## src/lcf_pkg.sv

```systemverilog
// package of constants and types for the logic, pad and clock fabric block
package lcf_pkg;

    // ==========================================================
    // register bus
    localparam int         ADDR_W         = 8;
    localparam int         DATA_W         = 32;
    localparam logic [7:0] OFS_LOGIC_CFG  = 8'h00;
    localparam logic [7:0] OFS_PAD_CFG    = 8'h04;
    localparam logic [7:0] OFS_NET_CFG    = 8'h08;
    localparam logic [7:0] OFS_ROLE_CFG   = 8'h0C;
    localparam logic [7:0] OFS_STATUS     = 8'h10;

    // ==========================================================
    // clock network ratings, sampling clock and diagnostic shift width
    localparam int REF_CLK_MHZ        = 125;
    localparam int HARD_NET_MAX_MHZ   = 200;
    localparam int ROUTED_NET_MAX_MHZ = 150;
    localparam int DIAG_SHIFT_W       = 8;

    // ==========================================================
    // enumerations
    typedef enum logic [1:0] {
        SCLK_ROUTED0,
        SCLK_ROUTED1,
        SCLK_ARRAY,
        SCLK_ARRAY_ALT
    } lcf_sclk_sel_t;

    typedef enum logic [1:0] {
        SRC_PAD_A,
        SRC_PAD_B,
        SRC_INT_A,
        SRC_INT_B
    } lcf_net_src_t;

    // ==========================================================
    // carriers and register layouts
    typedef struct packed {
        logic [3:0] data;
        logic       and_term_first;
        logic       and_term_second;
        logic       or_term_first;
        logic       or_term_second;
    } lcf_cmod_in_t;

    typedef struct packed {
        lcf_sclk_sel_t clk_sel;
        logic          latch_mode;
    } lcf_logic_cfg_t;

    typedef struct packed {
        logic track_test;
        logic lower_chan;
        logic side_module;
        logic y_feedback;
        logic preset_sel;
        logic out_bypass;
        logic in_bypass;
    } lcf_pad_cfg_t;

    typedef struct packed {
        lcf_net_src_t src1;
        lcf_net_src_t src0;
    } lcf_net_cfg_t;

    typedef struct packed {
        logic lock;
        logic pcl_special;
        logic dedicated_pad_register_clock_special;
        logic hclk_special;
        logic external_clock_pad_b_special;
        logic external_clock_pad_a_special;
    } lcf_role_cfg_t;

    typedef struct packed {
        logic [DIAG_SHIFT_W-1:0] diag_shift;
        logic                    in_reg;
        logic                    out_reg;
        logic                    sm_q;
    } lcf_status_t;

    typedef struct packed {
        logic data;
        logic oe_n;
        logic recv_en;
        logic slew;
    } lcf_pad_drv_t;

    localparam lcf_logic_cfg_t LOGIC_CFG_RST = '0;
    localparam lcf_pad_cfg_t   PAD_CFG_RST   = '0;
    localparam lcf_net_cfg_t   NET_CFG_RST   = '0;
    localparam lcf_role_cfg_t  ROLE_CFG_RST  = '0;
    localparam int LOGIC_CFG_W = $bits(lcf_logic_cfg_t);
    localparam int PAD_CFG_W   = $bits(lcf_pad_cfg_t);
    localparam int NET_CFG_W   = $bits(lcf_net_cfg_t);
    localparam int ROLE_CFG_W  = $bits(lcf_role_cfg_t);

endpackage

```

## src/lcf_fabric.sv

```systemverilog
// logic, pad and clock fabric primitives of an antifuse gate array
// Contract
// - combinational cell is a 4:1 mux, select0 = AND, select1 = OR
// - sequential cell feeds its own mux into a latch or flip-flop
// - clear from routing forces the stored bit to zero
// - sequential clock picks routed zero, routed one or dedicated array clock
// - pad cell has input and output register on the dedicated pad clock
// - each pad register may be bypassed for a combinational path
// - each pad register has its own load enable from routing
// - global set/reset net acts as preset or clear, chosen per pad cell
// - array output carries pad input or the fed back output register
// - side cells take upper or lower channel, top/bottom only one
// - pad driver is tri-state with enable, receive enable, data out, data in
// - in diagnostic mode global drive, receive and slew steer the pad
// - temporary special pins are user pins unless diagnostic mode is on
// - permanent pin roles are frozen once configuration is locked
// - four networks: two dedicated to 200 MHz, two routed to 150 MHz
// - dedicated nets go straight to array or pad registers, no selection
// - each routed net picks pad A, pad B, internal A or internal B
// - routed nets also carry high fanout non-clock signals
// - track pass switches stay off except in test mode
// - set/reset net reaches every pad register directly
// - diagnostic clock, serial input and probes special only in diag mode
//
// Design decisions made here: the address-and-strobe port and the register addresses.
`timescale 1ns/10ps
module lcf_fabric
    import lcf_pkg::*;
(
    input  wire logic              ref_clk,                      // sampling clock
    input  wire logic              nrst,                         // async reset, low
    input  wire logic [ADDR_W-1:0] reg_addr,                     // register address
    input  wire logic [DATA_W-1:0] reg_wdata,                    // write data
    input  wire logic              reg_wr,                       // write strobe
    input  wire logic              reg_rd,                       // read strobe
    output logic      [DATA_W-1:0] reg_rdata,                    // read data
    input  wire lcf_cmod_in_t      cm_in,                        // c-cell inputs
    input  wire lcf_cmod_in_t      sm_in,                        // s-cell mux inputs
    input  wire logic              storage_clear,                // s-cell clear
    output logic                   cm_y,                         // c-cell output
    output logic                   sm_q,                         // s-cell stored bit
    input  wire logic              external_clock_pad_a,         // clock pad a
    input  wire logic              external_clock_pad_b,         // clock pad b
    input  wire logic              internal_clock_source_a,      // internal source a
    input  wire logic              internal_clock_source_b,      // internal source b
    input  wire logic              hard_array_clock,             // dedicated array net
    input  wire logic              dedicated_pad_register_clock, // dedicated pad net
    input  wire logic              pad_register_set_reset_net,   // global set/reset
    output logic                   routed_clock_zero,            // routed net 0
    output logic                   routed_clock_one,             // routed net 1
    output logic [4:0]             perm_pin_user_in,             // permanent pins as i/o
    input  wire logic              upper_channel_input,          // channel above
    input  wire logic              lower_channel_input,          // channel below
    input  wire logic              output_register_load_enable,  // out reg enable
    input  wire logic              input_register_load_enable,   // in reg enable
    input  wire logic              pad_drive_request,            // user output enable
    input  wire logic              pad_receive_enable,           // user input enable
    input  wire logic              pad_in,                       // data from pad
    output lcf_pad_drv_t           pad_drv,                      // pad driver controls
    output logic                   pad_y,                        // pad cell to array
    input  wire logic              diag_mode,                    // diagnostic mode
    input  wire logic              global_pad_drive_enable,      // test drive enable
    input  wire logic              global_pad_receive_enable,    // test receive enable
    input  wire logic              slew_select,                  // per-pad slew
    input  wire logic              diagnostic_clock_pin,         // diag clock pin
    input  wire logic              serial_program_input,         // diag serial pin
    input  wire logic              user_probe_a,                 // user data, probe a
    input  wire logic              user_probe_b,                 // user data, probe b
    output logic                   probe_output_a,               // probe pin a
    output logic                   probe_output_b,               // probe pin b
    output logic [1:0]             diag_pin_user_in,             // diag pins as i/o
    output logic                   track_pass_on                 // track test switches
);

    // ==========================================================
    // shared decode
    // c-cell function used by both cells
    function automatic logic c_mux(input lcf_cmod_in_t c);
        logic [1:0] sel;
        sel = {c.or_term_first | c.or_term_second,
               c.and_term_first & c.and_term_second};
        return c.data[sel];
    endfunction

    // ==========================================================
    // configuration registers
    lcf_logic_cfg_t          logic_cfg_reg;
    lcf_pad_cfg_t            pad_cfg_reg;
    lcf_net_cfg_t            net_cfg_reg;
    lcf_role_cfg_t           role_cfg_reg;
    logic [DATA_W-1:0]       rdata_reg;
    logic                    cm_y_reg;
    logic                    sm_q_reg;
    logic                    sclk_prev_reg;
    logic                    dedicated_pad_register_clock_prev_reg;
    logic                    diagnostic_clock_pin_prev_reg;
    logic                    out_reg;
    logic                    in_reg;
    logic [1:0]              routed_reg;
    logic [4:0]              perm_user_reg;
    lcf_pad_drv_t            pad_drv_reg;
    logic                    pad_y_reg;
    logic                    probe_a_reg;
    logic                    probe_b_reg;
    logic [1:0]              diag_user_reg;
    logic                    track_pass_reg;
    logic [DIAG_SHIFT_W-1:0] diag_shift_reg;
    logic                    sclk_now;
    logic                    pad_a_eff;
    logic                    pad_b_eff;
    logic                    hclk_eff;
    logic                    dedicated_pad_register_clock_eff;
    logic                    pcl_eff;
    logic                    recv_eff;
    logic                    pad_in_gated;
    logic                    out_src;
    logic                    io_edge;
    logic                    s_edge;
    lcf_status_t             status;
    lcf_net_src_t            route_src [2];

    // software writes; role register freezes after lock
    always_ff @(posedge ref_clk or negedge nrst) begin
        if (!nrst) begin
            logic_cfg_reg <= LOGIC_CFG_RST;
            pad_cfg_reg   <= PAD_CFG_RST;
            net_cfg_reg   <= NET_CFG_RST;
            role_cfg_reg  <= ROLE_CFG_RST;
        end else if (reg_wr) begin
            case (reg_addr)
                OFS_LOGIC_CFG: logic_cfg_reg <= lcf_logic_cfg_t'(reg_wdata[LOGIC_CFG_W-1:0]);
                OFS_PAD_CFG:   pad_cfg_reg   <= lcf_pad_cfg_t'(reg_wdata[PAD_CFG_W-1:0]);
                OFS_NET_CFG:   net_cfg_reg   <= lcf_net_cfg_t'(reg_wdata[NET_CFG_W-1:0]);
                OFS_ROLE_CFG: begin
                    if (!role_cfg_reg.lock) begin
                        role_cfg_reg <= lcf_role_cfg_t'(reg_wdata[ROLE_CFG_W-1:0]);
                    end
                end
                default: ;
            endcase
        end
    end

    // status view of the stored bits
    always_comb begin
        status            = '0;
        status.diag_shift = diag_shift_reg;
        status.in_reg     = in_reg;
        status.out_reg    = out_reg;
        status.sm_q       = sm_q_reg;
    end

    // read data valid only in the cycle after the strobe; unmapped reads zero
    always_ff @(posedge ref_clk or negedge nrst) begin
        if (!nrst) begin
            rdata_reg <= '0;
        end else if (reg_rd) begin
            case (reg_addr)
                OFS_LOGIC_CFG: rdata_reg <= DATA_W'(logic_cfg_reg);
                OFS_PAD_CFG:   rdata_reg <= DATA_W'(pad_cfg_reg);
                OFS_NET_CFG:   rdata_reg <= DATA_W'(net_cfg_reg);
                OFS_ROLE_CFG:  rdata_reg <= DATA_W'(role_cfg_reg);
                OFS_STATUS:    rdata_reg <= DATA_W'(status);
                default:       rdata_reg <= '0;
            endcase
        end else begin
            rdata_reg <= '0;
        end
    end

    // ==========================================================
    // permanent special pins and clock networks
    // a pin set to normal role feeds no network
    assign pad_a_eff = external_clock_pad_a & role_cfg_reg.external_clock_pad_a_special;
    assign pad_b_eff = external_clock_pad_b & role_cfg_reg.external_clock_pad_b_special;
    assign hclk_eff  = hard_array_clock & role_cfg_reg.hclk_special;
    assign dedicated_pad_register_clock_eff = dedicated_pad_register_clock & role_cfg_reg.dedicated_pad_register_clock_special;
    assign pcl_eff   = pad_register_set_reset_net & role_cfg_reg.pcl_special;
    assign route_src[0] = net_cfg_reg.src0;
    assign route_src[1] = net_cfg_reg.src1;

    // permanent pins in normal role pass through as user inputs
    always_ff @(posedge ref_clk or negedge nrst) begin
        if (!nrst) begin
            perm_user_reg <= '0;
        end else begin
            perm_user_reg <= {pad_register_set_reset_net, dedicated_pad_register_clock,
                              hard_array_clock, external_clock_pad_b, external_clock_pad_a}
                             & ~{role_cfg_reg.pcl_special, role_cfg_reg.dedicated_pad_register_clock_special,
                                 role_cfg_reg.hclk_special, role_cfg_reg.external_clock_pad_b_special,
                                 role_cfg_reg.external_clock_pad_a_special};
        end
    end

    // two identical routed networks, each with its own source selector
    generate
        for (genvar i = 0; i < 2; i++) begin : g_routed
            always_ff @(posedge ref_clk or negedge nrst) begin
                if (!nrst) begin
                    routed_reg[i] <= 1'b0;
                end else begin
                    case (route_src[i])
                        SRC_PAD_A: routed_reg[i] <= pad_a_eff;
                        SRC_PAD_B: routed_reg[i] <= pad_b_eff;
                        SRC_INT_A: routed_reg[i] <= internal_clock_source_a;
                        SRC_INT_B: routed_reg[i] <= internal_clock_source_b;
                        default:   routed_reg[i] <= 1'b0;
                    endcase
                end
            end
        end
    endgenerate

    // ==========================================================
    // combinational and sequential logic cells
    // sequential cell clock selector
    always_comb begin
        case (logic_cfg_reg.clk_sel)
            SCLK_ROUTED0: sclk_now = routed_reg[0];
            SCLK_ROUTED1: sclk_now = routed_reg[1];
            default:      sclk_now = hclk_eff;
        endcase
    end
    assign s_edge = sclk_now & ~sclk_prev_reg;

    // c-cell output registered
    always_ff @(posedge ref_clk or negedge nrst) begin
        if (!nrst) begin
            cm_y_reg <= 1'b0;
        end else begin
            cm_y_reg <= c_mux(cm_in);
        end
    end

    // storage element: clear wins, latch follows while clock high, ff on rise
    always_ff @(posedge ref_clk or negedge nrst) begin
        if (!nrst) begin
            sm_q_reg      <= 1'b0;
            sclk_prev_reg <= 1'b0;
        end else begin
            sclk_prev_reg <= sclk_now;
            if (storage_clear) begin
                sm_q_reg <= 1'b0;
            end else if (logic_cfg_reg.latch_mode ? sclk_now : s_edge) begin
                sm_q_reg <= c_mux(sm_in);
            end
        end
    end

    // ==========================================================
    // pad cell and pad driver
    assign recv_eff     = diag_mode ? global_pad_receive_enable : pad_receive_enable;
    assign pad_in_gated = pad_in & recv_eff;
    assign out_src      = (pad_cfg_reg.side_module && pad_cfg_reg.lower_chan)
                          ? lower_channel_input : upper_channel_input;
    assign io_edge      = dedicated_pad_register_clock_eff & ~dedicated_pad_register_clock_prev_reg;

    // pad registers: set/reset net overrides, enable gates the edge
    always_ff @(posedge ref_clk or negedge nrst) begin
        if (!nrst) begin
            out_reg        <= 1'b0;
            in_reg         <= 1'b0;
            dedicated_pad_register_clock_prev_reg <= 1'b0;
        end else begin
            dedicated_pad_register_clock_prev_reg <= dedicated_pad_register_clock_eff;
            if (pcl_eff) begin
                out_reg <= pad_cfg_reg.preset_sel;
                in_reg  <= pad_cfg_reg.preset_sel;
            end else if (io_edge) begin
                if (output_register_load_enable) begin
                    out_reg <= out_src;
                end
                if (input_register_load_enable) begin
                    in_reg <= pad_in_gated;
                end
            end
        end
    end

    // pad driver controls and array-side output
    always_ff @(posedge ref_clk or negedge nrst) begin
        if (!nrst) begin
            pad_drv_reg <= '{data: 1'b0, oe_n: 1'b1, recv_en: 1'b0, slew: 1'b0};
            pad_y_reg   <= 1'b0;
        end else begin
            pad_drv_reg.data    <= pad_cfg_reg.out_bypass ? out_src : out_reg;
            pad_drv_reg.oe_n    <= ~(diag_mode ? global_pad_drive_enable
                                               : pad_drive_request);
            pad_drv_reg.recv_en <= recv_eff;
            pad_drv_reg.slew    <= diag_mode & slew_select;
            if (pad_cfg_reg.y_feedback) begin
                pad_y_reg <= out_reg;
            end else begin
                pad_y_reg <= pad_cfg_reg.in_bypass ? pad_in_gated : in_reg;
            end
        end
    end

    // ==========================================================
    // temporary special pins and test switches
    always_ff @(posedge ref_clk or negedge nrst) begin
        if (!nrst) begin
            diag_shift_reg <= '0;
            diagnostic_clock_pin_prev_reg  <= 1'b0;
            probe_a_reg    <= 1'b0;
            probe_b_reg    <= 1'b0;
            diag_user_reg  <= '0;
            track_pass_reg <= 1'b0;
        end else begin
            diagnostic_clock_pin_prev_reg <= diagnostic_clock_pin;
            if (diag_mode && diagnostic_clock_pin && !diagnostic_clock_pin_prev_reg) begin
                diag_shift_reg <= {diag_shift_reg[DIAG_SHIFT_W-2:0],
                                   serial_program_input};
            end
            probe_a_reg    <= diag_mode ? sm_q_reg : user_probe_a;
            probe_b_reg    <= diag_mode ? pad_y_reg : user_probe_b;
            diag_user_reg  <= diag_mode ? 2'h0
                                        : {diagnostic_clock_pin, serial_program_input};
            track_pass_reg <= diag_mode & pad_cfg_reg.track_test;
        end
    end

    // ==========================================================
    // outputs straight from flip-flops
    assign reg_rdata         = rdata_reg;
    assign cm_y              = cm_y_reg;
    assign sm_q              = sm_q_reg;
    assign routed_clock_zero = routed_reg[0];
    assign routed_clock_one  = routed_reg[1];
    assign perm_pin_user_in  = perm_user_reg;
    assign pad_drv           = pad_drv_reg;
    assign pad_y             = pad_y_reg;
    assign probe_output_a    = probe_a_reg;
    assign probe_output_b    = probe_b_reg;
    assign diag_pin_user_in  = diag_user_reg;
    assign track_pass_on     = track_pass_reg;
endmodule

```

## config.mk

```make
export PLATFORM = sky130hd
export DESIGN_NAME = lcf_fabric
export DESIGN_NICKNAME = d
export VERILOG_FILES = /design/src/lcf_pkg.sv /design/src/lcf_fabric.sv
export SDC_FILE = /design/constraint.sdc
export NUM_CORES = 1
export LEC_CHECK = 0
export ABC_CLOCK_PERIOD_IN_PS = 3400
export BUFFER_PORTS_ARGS = -buffer_cell sky130_fd_sc_hd__buf_2
export CAP_MARGIN = 25
export CELL_PAD_IN_SITES_DETAIL_PLACEMENT = 0
export CELL_PAD_IN_SITES_GLOBAL_PLACEMENT = 1
export CORE_ASPECT_RATIO = 0.6
export CORE_MARGIN = 2
export CORE_UTILIZATION = 39
export CTS_BUF_LIST = sky130_fd_sc_hd__clkbuf_2 sky130_fd_sc_hd__clkbuf_4 sky130_fd_sc_hd__clkbuf_8
export CTS_CLUSTER_DIAMETER = 100
export DETAILED_ROUTE_END_ITERATION = 12
export GPL_TIMING_DRIVEN = 0
export PLACE_DENSITY = 0.84
export RECOVER_POWER = 50
export SYNTH_ARGS = -nofsm -noshare
export SYNTH_HDL_FRONTEND = slang
export SYNTH_SLANG_ARGS = --single-unit
export TNS_END_PERCENT = 5
```

## constraint.sdc

```tcl
create_clock -name ref_clk -period 3.4 [get_ports ref_clk]
set_input_delay 0.17 -clock ref_clk [delete_from_list [all_inputs] [get_ports ref_clk]]
set_output_delay 0.17 -clock ref_clk [all_outputs]
set_load 0.02 [all_outputs]
```

Yosys cells after proc, flatten, opt, wreduce, memory -nomap -nowiden
Index checks and enable logic that the tools add are counted.
{"block": "op_classes", "n_lt_le_gt_ge": 2, "mux": 28, "n_eq_ne": 11, "reduce_logical": 19, "bitwise_logic": 20}
{"op": "$pmux W11 S5", "n": 1}
{"op": "$mux W32", "n": 1}
{"op": "$mux W1", "n": 19}
{"op": "$eq A8 B4 Y1 const B", "n": 2}
{"op": "$and A1 B1 Y1", "n": 12}
{"op": "$reduce_and A2 Y1", "n": 6}
{"op": "$eq A2 B2 Y1 const B", "n": 4}
{"op": "$eq A8 B3 Y1 const B", "n": 1}
{"op": "$eq A8 B5 Y1 const B", "n": 1}
{"op": "$logic_not A8 Y1", "n": 1}
{"op": "$pmux W1 S4", "n": 2}
{"op": "$reduce_bool A2 Y1", "n": 4}
{"op": "$eq A2 B1 Y1 const B", "n": 3}
{"op": "$logic_not A2 Y1", "n": 3}
{"op": "$lt A2 B3 Y1 const B", "n": 2}
{"op": "$mux W6", "n": 1}
{"op": "$and A5 B5 Y5", "n": 1}
{"op": "$not A5 Y5", "n": 1}
{"op": "$bmux W1 S2", "n": 2}
{"op": "$not A1 Y1", "n": 4}
{"op": "$logic_and A1 B1 Y1", "n": 3}
{"op": "$reduce_and A3 Y1", "n": 1}
{"op": "$mux W2", "n": 1}
{"op": "$or A1 B1 Y1", "n": 2}
{"op": "2 further kinds", "n": 2}
{"block": "totals", "elab_cells": 118, "in_bits": 83, "ff_bits": 84, "output_inout_bits": 51}

Depth between registers and ports, before layout
Gate-level depths: netlist (run 1).
{"block": "logic_depth", "ltp_word": 6, "depth_mapped": 6, "ltp_nobuf": 4}

Worst setup path before layout (run 1)
No wires, ideal clock.
{"block": "synth_timing", "path_type": "input port to flip-flop", "from": "in reg_addr[1]", "to": "reg role_cfg_reg[0] in the netlist's numbering", "t_required_ps": 3275, "t_arrival_ps": 1348, "n_path_buf": 1, "setup_ps": 125, "path_slack_ps": 1927, "cell_stages": 5, "cell_sequence": "nor4_4 > nand4b_1 > or3_1 > buf_6 > mux2_4"}
{"block": "synth_via", "elab_chain_len": 2}
{"element": "start, declared", "line_no": "lcf_fabric.sv:32", "rtl": "input wire logic [ADDR_W-1:0] reg_addr,"}
{"element": "$eq A8 B4 Y1", "line_no": "lcf_fabric.sv:130", "rtl": "case (reg_addr)"}
{"element": "$reduce_and A3 Y1 (no line)"}
{"element": "end signal, assigned", "line_no": "lcf_fabric.sv:136", "rtl": "role_cfg_reg <= lcf_role_cfg_t'(reg_wdata[ROLE_CFG_W-1:0]);"}
{"element": "end, declared", "line_no": "lcf_fabric.sv:90", "rtl": "lcf_role_cfg_t role_cfg_reg;"}
No other way between the ends.
A chain may end at the register's enable or synchronous reset.

==> results of run 1 <==
timing repair:
item | 4_1_cts | 5_1_grt
setup buffers | 0 | 0
endpoints found under the hold margin | 33 | 0
hold buffers | 5 | 0
kinds of logic (layout without fill, tap and decap cells):
logic type / Yosys count / after routing
compound gates: 21 / 21
flops: 63 / 63
other cells: 1 / 21
mux: 48 / 48
simple gates: 57 / 57
buf+inv: 32 / 139
routing by layer:
layer / part of all wire [%] / GRT usage [%] / wire [um] / vias to the layer above
met5: 0 / 0 / 0 / -
met2: 40 / 24.9 / 2640 / 94
met4: 0.63 / 4.07 / 42 / 0
met3: 9.0 / 8.16 / 595 / 8
met1: 51 / 25.6 / 3360 / 940
li1: - / - / - / 977
where the power goes:
group / switching, mW / internal (mW) / leakage (nW)
Sequential: 0.0500 / 0.826 / 0.833
Clock: 0.290 / 0.441 / 0.113
Combinational: 0.133 / 0.132 / 0.936
Total: 0.473 / 1.40 / 1.88
cell usage in the layout (no fill, tap or decap), drive strengths merged, types with 5 or more instances in the layout:
cell / synthesis / layout
a21oi: 5 / 5
and2: 11 / 11
buf: 25 / 83
clkbuf: 4 / 43
conb: 1 / 21
dfrtp: 62 / 62
dlygate4sd3: 0 / 5
mux2: 31 / 31
mux2i: 12 / 12
mux4: 5 / 5
nand2: 8 / 8
nor2: 15 / 15
nor2b: 8 / 8
cell type report:
cell class	count	area, um^2
multi-input cells	147	1130
clock inverters	5	81.3
plain buffers	29	199
well taps	91	114
flip-flops and latches	63	1580
fillers	685	3450
clock buffers	11	145
repair buffers	91	460
inverters	3	11.3
path summary, 6_finish.rpt:
path                                       end        startpoint
min in group asynchronous        track_pass_on              nrst
hold / removal                 role_cfg_reg[5]      reg_wdata[5]
setup / recovery           perm_pin_user_in[3]              nrst
hold reg to reg            perm_pin_user_in[0]   role_cfg_reg[0]
setup reg to reg                          sm_q  logic_cfg_reg[1]
max in group ref_clk           role_cfg_reg[4]       reg_addr[1]
==> summary.md, run 1 <==
| Metric | Value |
|---|---|
| Outcome | `complete, but fails checks` |
| Failing checks | `capacitance limit, slew limit` |
| Synth warn | `0` |
| Die height | `70.4 um` |
| FF+latch count, synth | `63` |
| Largest family of logic cells by synthesized area | `multiplexers` |
| Design area | `3720 um^2` |
| Syn-to-layout area delta | `30.1%` |
| WL final | `6.63 mm` |
| Clock Pin Slew Worst Setup and Hold Paths | `70 ps` |
| Area after DPL | `3500 um^2` |
| Share of cells above drive strength 1 | `39.0%` |
| CTS tree | `built` |
| Synth Area in XOR/XNOR | `0%` |
| Synth top area share | `54.2%` |
| Total power | `1.87 mW` |
| Hold path depth | `2` |
| Clock period minus worst slack | `1880 ps` |
| First-pass GRT wire length | `10.5 mm` |
| Fmax | `532 MHz` |
| Finished Core Util | `51.9%` |
| Worst hold margin | `46.6 ps` |
| Worst skew pair latency | `350 ps` |
| CP cell instances | `dlygate4sd3_1 > clkbuf_1` |
| Fin worst setup slack | `1520 ps` |
| Critical Path End Type | `asynchronous set/reset pin` |
| Crit Path Max Fanout | `32` |
| Max reg flops | `11` |
| Aggregate global-route resource usage | `18.0%` |
| Post-Syn Instances | `222` |
| Number of synthesized flops with an enable pin | `0` |
| Setup Crit Path Kind | `input port to asynchronous set/reset pin` |
| Startpoint Class | `input port` |
| Number of global-route vias before repair | `2004` |
| TritonCTS sink count | `63` |
| Worst slew pin tran | `1800 ps` |
| CP max stage cell | `clkbuf_1` |
| Power per cell area | `503 nW/um^2` |
| Compound-Gate Fraction of Synth Area | `5.07%` |
| Router iterations before antenna repair | `4` |
| CTS buffer count | `9` |
| List of most frequent post-synthesis cells | `62 x dfrtp_1, 26 x mux2_2, 21 x buf_4` |
| Final hold violation count | `0` |
| Nets@finish | `427` |
| Drt initial violations | `56` |
| Post-Syn Area | `2860 um^2` |
| Die ar. | `8060 um^2` |
| DR vias/cell | `4.59` |
| Crit path buf inv count | `2` |
| Slew Viols, Final | `32` |
| Req. time, crit path | `3510 ps` |
| Dpl hpwl | `5.03 mm` |
| IO Count | `134` |
| Longest Clk Path Bufs | `2` |
| Fraction of the mapped netlist area in adder cells | `0%` |
| Htree depth | `3` |
| Grt ovf | `0` |
| Post_cts resized | `0` |
| Setup-failing EPs final | `0` |
| Max_cap viols | `1` |
| Mux contribution to synthesized area | `21.0%` |
| Initial core utilization | `39.9%` |
| Sequential share of the synthesized area | `55.1%` |
| Setup TNS | `0 ps` |
| Arrival time worst endpoint | `1990 ps` |
| FF-to-FF path depth | `4` |
| Most common cell in the netlist | `dfrtp_1` |
| Worst slack at placement | `1620 ps` |
| Worst path depth | `2` |
| Largest net degree at the start of global routing | `33` |
| # diodes | `0` |
| Core area | `7180 um^2` |
| Worst-case vdd ir drop | `0.263 mV` |
| Via count | `2019` |
| Netlist cell types | `36` |
| Final std cells w/o fill | `440` |
| Slew margin rel. | `-20.0%` |
| Post-Synth Simple-Gate Area | `11.4%` |
| Leakage | `1.88 nW` |
| Final worst path period share | `55.3%` |
| Async SR Flop Fraction | `100%` |
| Antenna violations before repair | `0` |
| Routed WL per cell | `15.1 um` |
| Hold WC Path Type | `input port to flop` |
| DR DRC count | `0` |
| Placer Congestion | `0.786` |
| Cell taking the most area after synthesis | `dfrtp_1` |
| Crit-path leading delay family | `buffers and inverters` |
| Top FF cell, synth | `dfrtp_1` |
| # rows | `24` |
| Post-Route Skew | `10.2 ps` |
| IO buf count | `85` |
| Unrepaired setup endpoints after global routing | `false` |
| Die X-Extent | `115 um` |
| Critical path's largest stage delay | `1290 ps` |
| Mean Syn Cell Area | `12.9 um^2` |
| DP Cell Count | `419` |
| Top post-synthesis cells by area | `dfrtp_1 54%, mux2_2 10%, buf_4 5.5%` |
| Clk Tree Root Cell | `clkbuf_8` |
| R2R setup slack | `2020 ps` |
| Antenna Nets Post-Route | `0` |
Power figures use the tool's default switching activity.
==> inputs of run 2 (changes only) <==
Settings changed: ABC_CLOCK_PERIOD_IN_PS 3400 to 1860, CORE_UTILIZATION 39 to 37, PLACE_DENSITY 0.84 to 0.8.
Clock period 3.4 ns to 1.86 ns, I/O delays scaled along.
==> run 2 against run 1 <==
The flow now finishes without violations. Register-to-register slack got worse by 1500 ps. Flip-flop and latch count unchanged. First-iteration DRC count up 27%. Total power is 86% higher. Sequential power rose by 83%. Non-clock buffer count increased by 13. Setup slack got worse by 1100 ps. Sequential share of layout area shrank 1.9 points. Critical path depth increased by 4. Via count grew 2.2%. Clock power rose by 86%. Clock skew is 3.2 ps lower.
==> summary.md, run 2 (synthesis gave the netlist of run 1 again) <==
| Metric | Value |
|---|---|
| Outcome | `completed` |
| DR DRC count | `0` |
| Largest net degree at the start of global routing | `41` |
| Critical path destination | `role_cfg_reg[3]` |
| # rows | `24` |
| Finished Core Util | `52.8%` |
| Die X-Extent | `118 um` |
| Clock Pin Slew Worst Setup and Hold Paths | `70 ps` |
| Setup Crit Path Kind | `input port to flop` |
| Antenna violations before repair | `0` |
| Placer Congestion | `0.764` |
| Commonest non-fill, non-tap cells in the layout | `79 x buf_2, 62 x dfrtp_1, 26 x mux2_2` |
| R2R setup slack | `510 ps` |
| Worst-case vdd ir drop | `0.398 mV` |
| CTS tree | `built` |
| Unrepaired setup endpoints after global routing | `false` |
| Post-CTS setup buffers | `0` |
| Max reg flops | `11` |
| Critical Path End Type | `flop` |
| Critical path's largest stage delay | `420 ps` |
| FF-to-FF path depth | `3` |
| WL final | `6.59 mm` |
| Worst skew pair latency | `350 ps` |
| Final worst path period share | `79.2%` |
| Worst Setup SP | `reg_addr[1]` |
| Dpl hpwl | `4.92 mm` |
| DR vias/cell | `4.43` |
| CP max stage cell | `nor4_1` |
| Fmax | `678 MHz` |
| Slew Viols, Final | `0` |
| Hold path depth | `2` |
| Share of cells above drive strength 1 | `43.4%` |
| Grt ovf | `0` |
| Initial core utilization | `38.8%` |
| Aggregate global-route resource usage | `16.6%` |
| Max_cap viols | `0` |
| Worst R2R End | `role_cfg_reg[3]` |
| Post_cts resized | `0` |
| Arrival time worst endpoint | `1710 ps` |
| Number of global-route vias before repair | `1985` |
| Worst slew pin tran | `560 ps` |
| IO Count | `134` |
| Req. time, crit path | `2090 ps` |
| Clk Tree Root Cell | `clkbuf_8` |
| TritonCTS sink count | `63` |
| Drt initial violations | `71` |
| Antenna Nets Post-Route | `0` |
| Leakage | `2.01 nW` |
| Worst r2r src | `role_cfg_reg[5]` |
| First-pass GRT wire length | `10.4 mm` |
| Post-Route Skew | `6.96 ps` |
| Most common cell after layout, fill and taps aside | `buf_2` |
| Htree depth | `3` |
| Die height | `72.1 um` |
| Core area | `7390 um^2` |
| Crit Path Max Fanout | `5` |
| Slew margin rel. | `62.7%` |
| Hold WC Path Type | `input port to flop` |
| # diodes | `0` |
| Setup TNS | `0 ps` |
| Clock period minus worst slack | `1470 ps` |
| Final hold violation count | `0` |
| Via count | `2064` |
| Routed WL per cell | `14.2 um` |
| Number of fillers in the final layout | `683` |
| Startpoint Class | `input port` |
| FF/Latch Area | `1580 um^2` |
| Area taken by multi-input logic gates | `1130 um^2` |
| Power per cell area | `892 nW/um^2` |
| Longest Clk Path Bufs | `2` |
| Syn-to-layout area delta | `36.2%` |
| Setup-failing EPs final | `0` |
| CTS buffer count | `9` |
| IO buf count | `85` |
| Nets@finish | `440` |
| Router iterations before antenna repair | `4` |
| CP cell instances | `buf_2 > nor4_1 > nand4b_1 > or3_1 > buf_6 > mux2_4` |
| Die ar. | `8480 um^2` |
==> run 2: area by class of cell <==
type	instances	share of cell area [%]
timing repair buffer	104	15.8
clock buffer	13	4.27
clock inverter	3	1.67
inverter	3	0.289
tap	104	3.34
sequential	63	40.5
multi-input combinational	147	29.1
buffer	29	5.10
==> run 2: routing by layer <==
metal / global-route usage [%] / up-vias / share of wire [%]
met2: 22.7 / 94 / 40
met3: 6.84 / 6 / 9.1
met5: 0 / - / 0
met1: 23.7 / 968 / 50
met4: 5.62 / 0 / 0.94
li1: - / 996 / -
==> run 2: how the worst min path moves through the flow <==
stage	from	end
after floorplan	nrst	cm_y
after global placement	diagnostic_clock_pin	diagnostic_clock_pin_prev_reg
after detailed placement	nrst	diag_pin_user_in[0]
after CTS	serial_program_input	diag_pin_user_in[0]
after global routing	serial_program_input	diag_pin_user_in[0]
final	serial_program_input	diag_pin_user_in[0]
==> run 2: what timing repair did <==
item | in CTS | in global routing
endpoints found under the hold margin | 41 | 0
setup endpoints to repair | 0 | 0
hold buffers | 18 | 0
==> run 2: worst max-delay path: cells and delay by family <==
family                 cells  cell delay, ps
and+or+nand+nor            3            1060
muxes                      1             290
buffers and inverters      2             250
==> run 2: stage by stage <==
step | cells | area (um^2) | hold WS [ps] | power (mW) | setup slack (ps)
finish | 466 | 3900 | 27.0 | 3.48 | 386
global route | 466 | 3900 | 13.6 | 3.64 | 330
CTS | 466 | 3930 | 4.85 | 3.53 | 501
detailed placement | 432 | 3510 | 109 | 2.12 | 193
global placement | 431 | 3490 | 237 | 2.09 | 191
floorplan | 242 | 2940 | -203 | 1.92 | 464
==> run 2: where the power goes <==
part / switching [mW] / internal (mW) / total (mW)
clock: 0.506 / 0.856 / 1.36
combinational: 0.243 / 0.267 / 0.510
sequential: 0.0937 / 1.51 / 1.60
total: 0.843 / 2.63 / 3.48
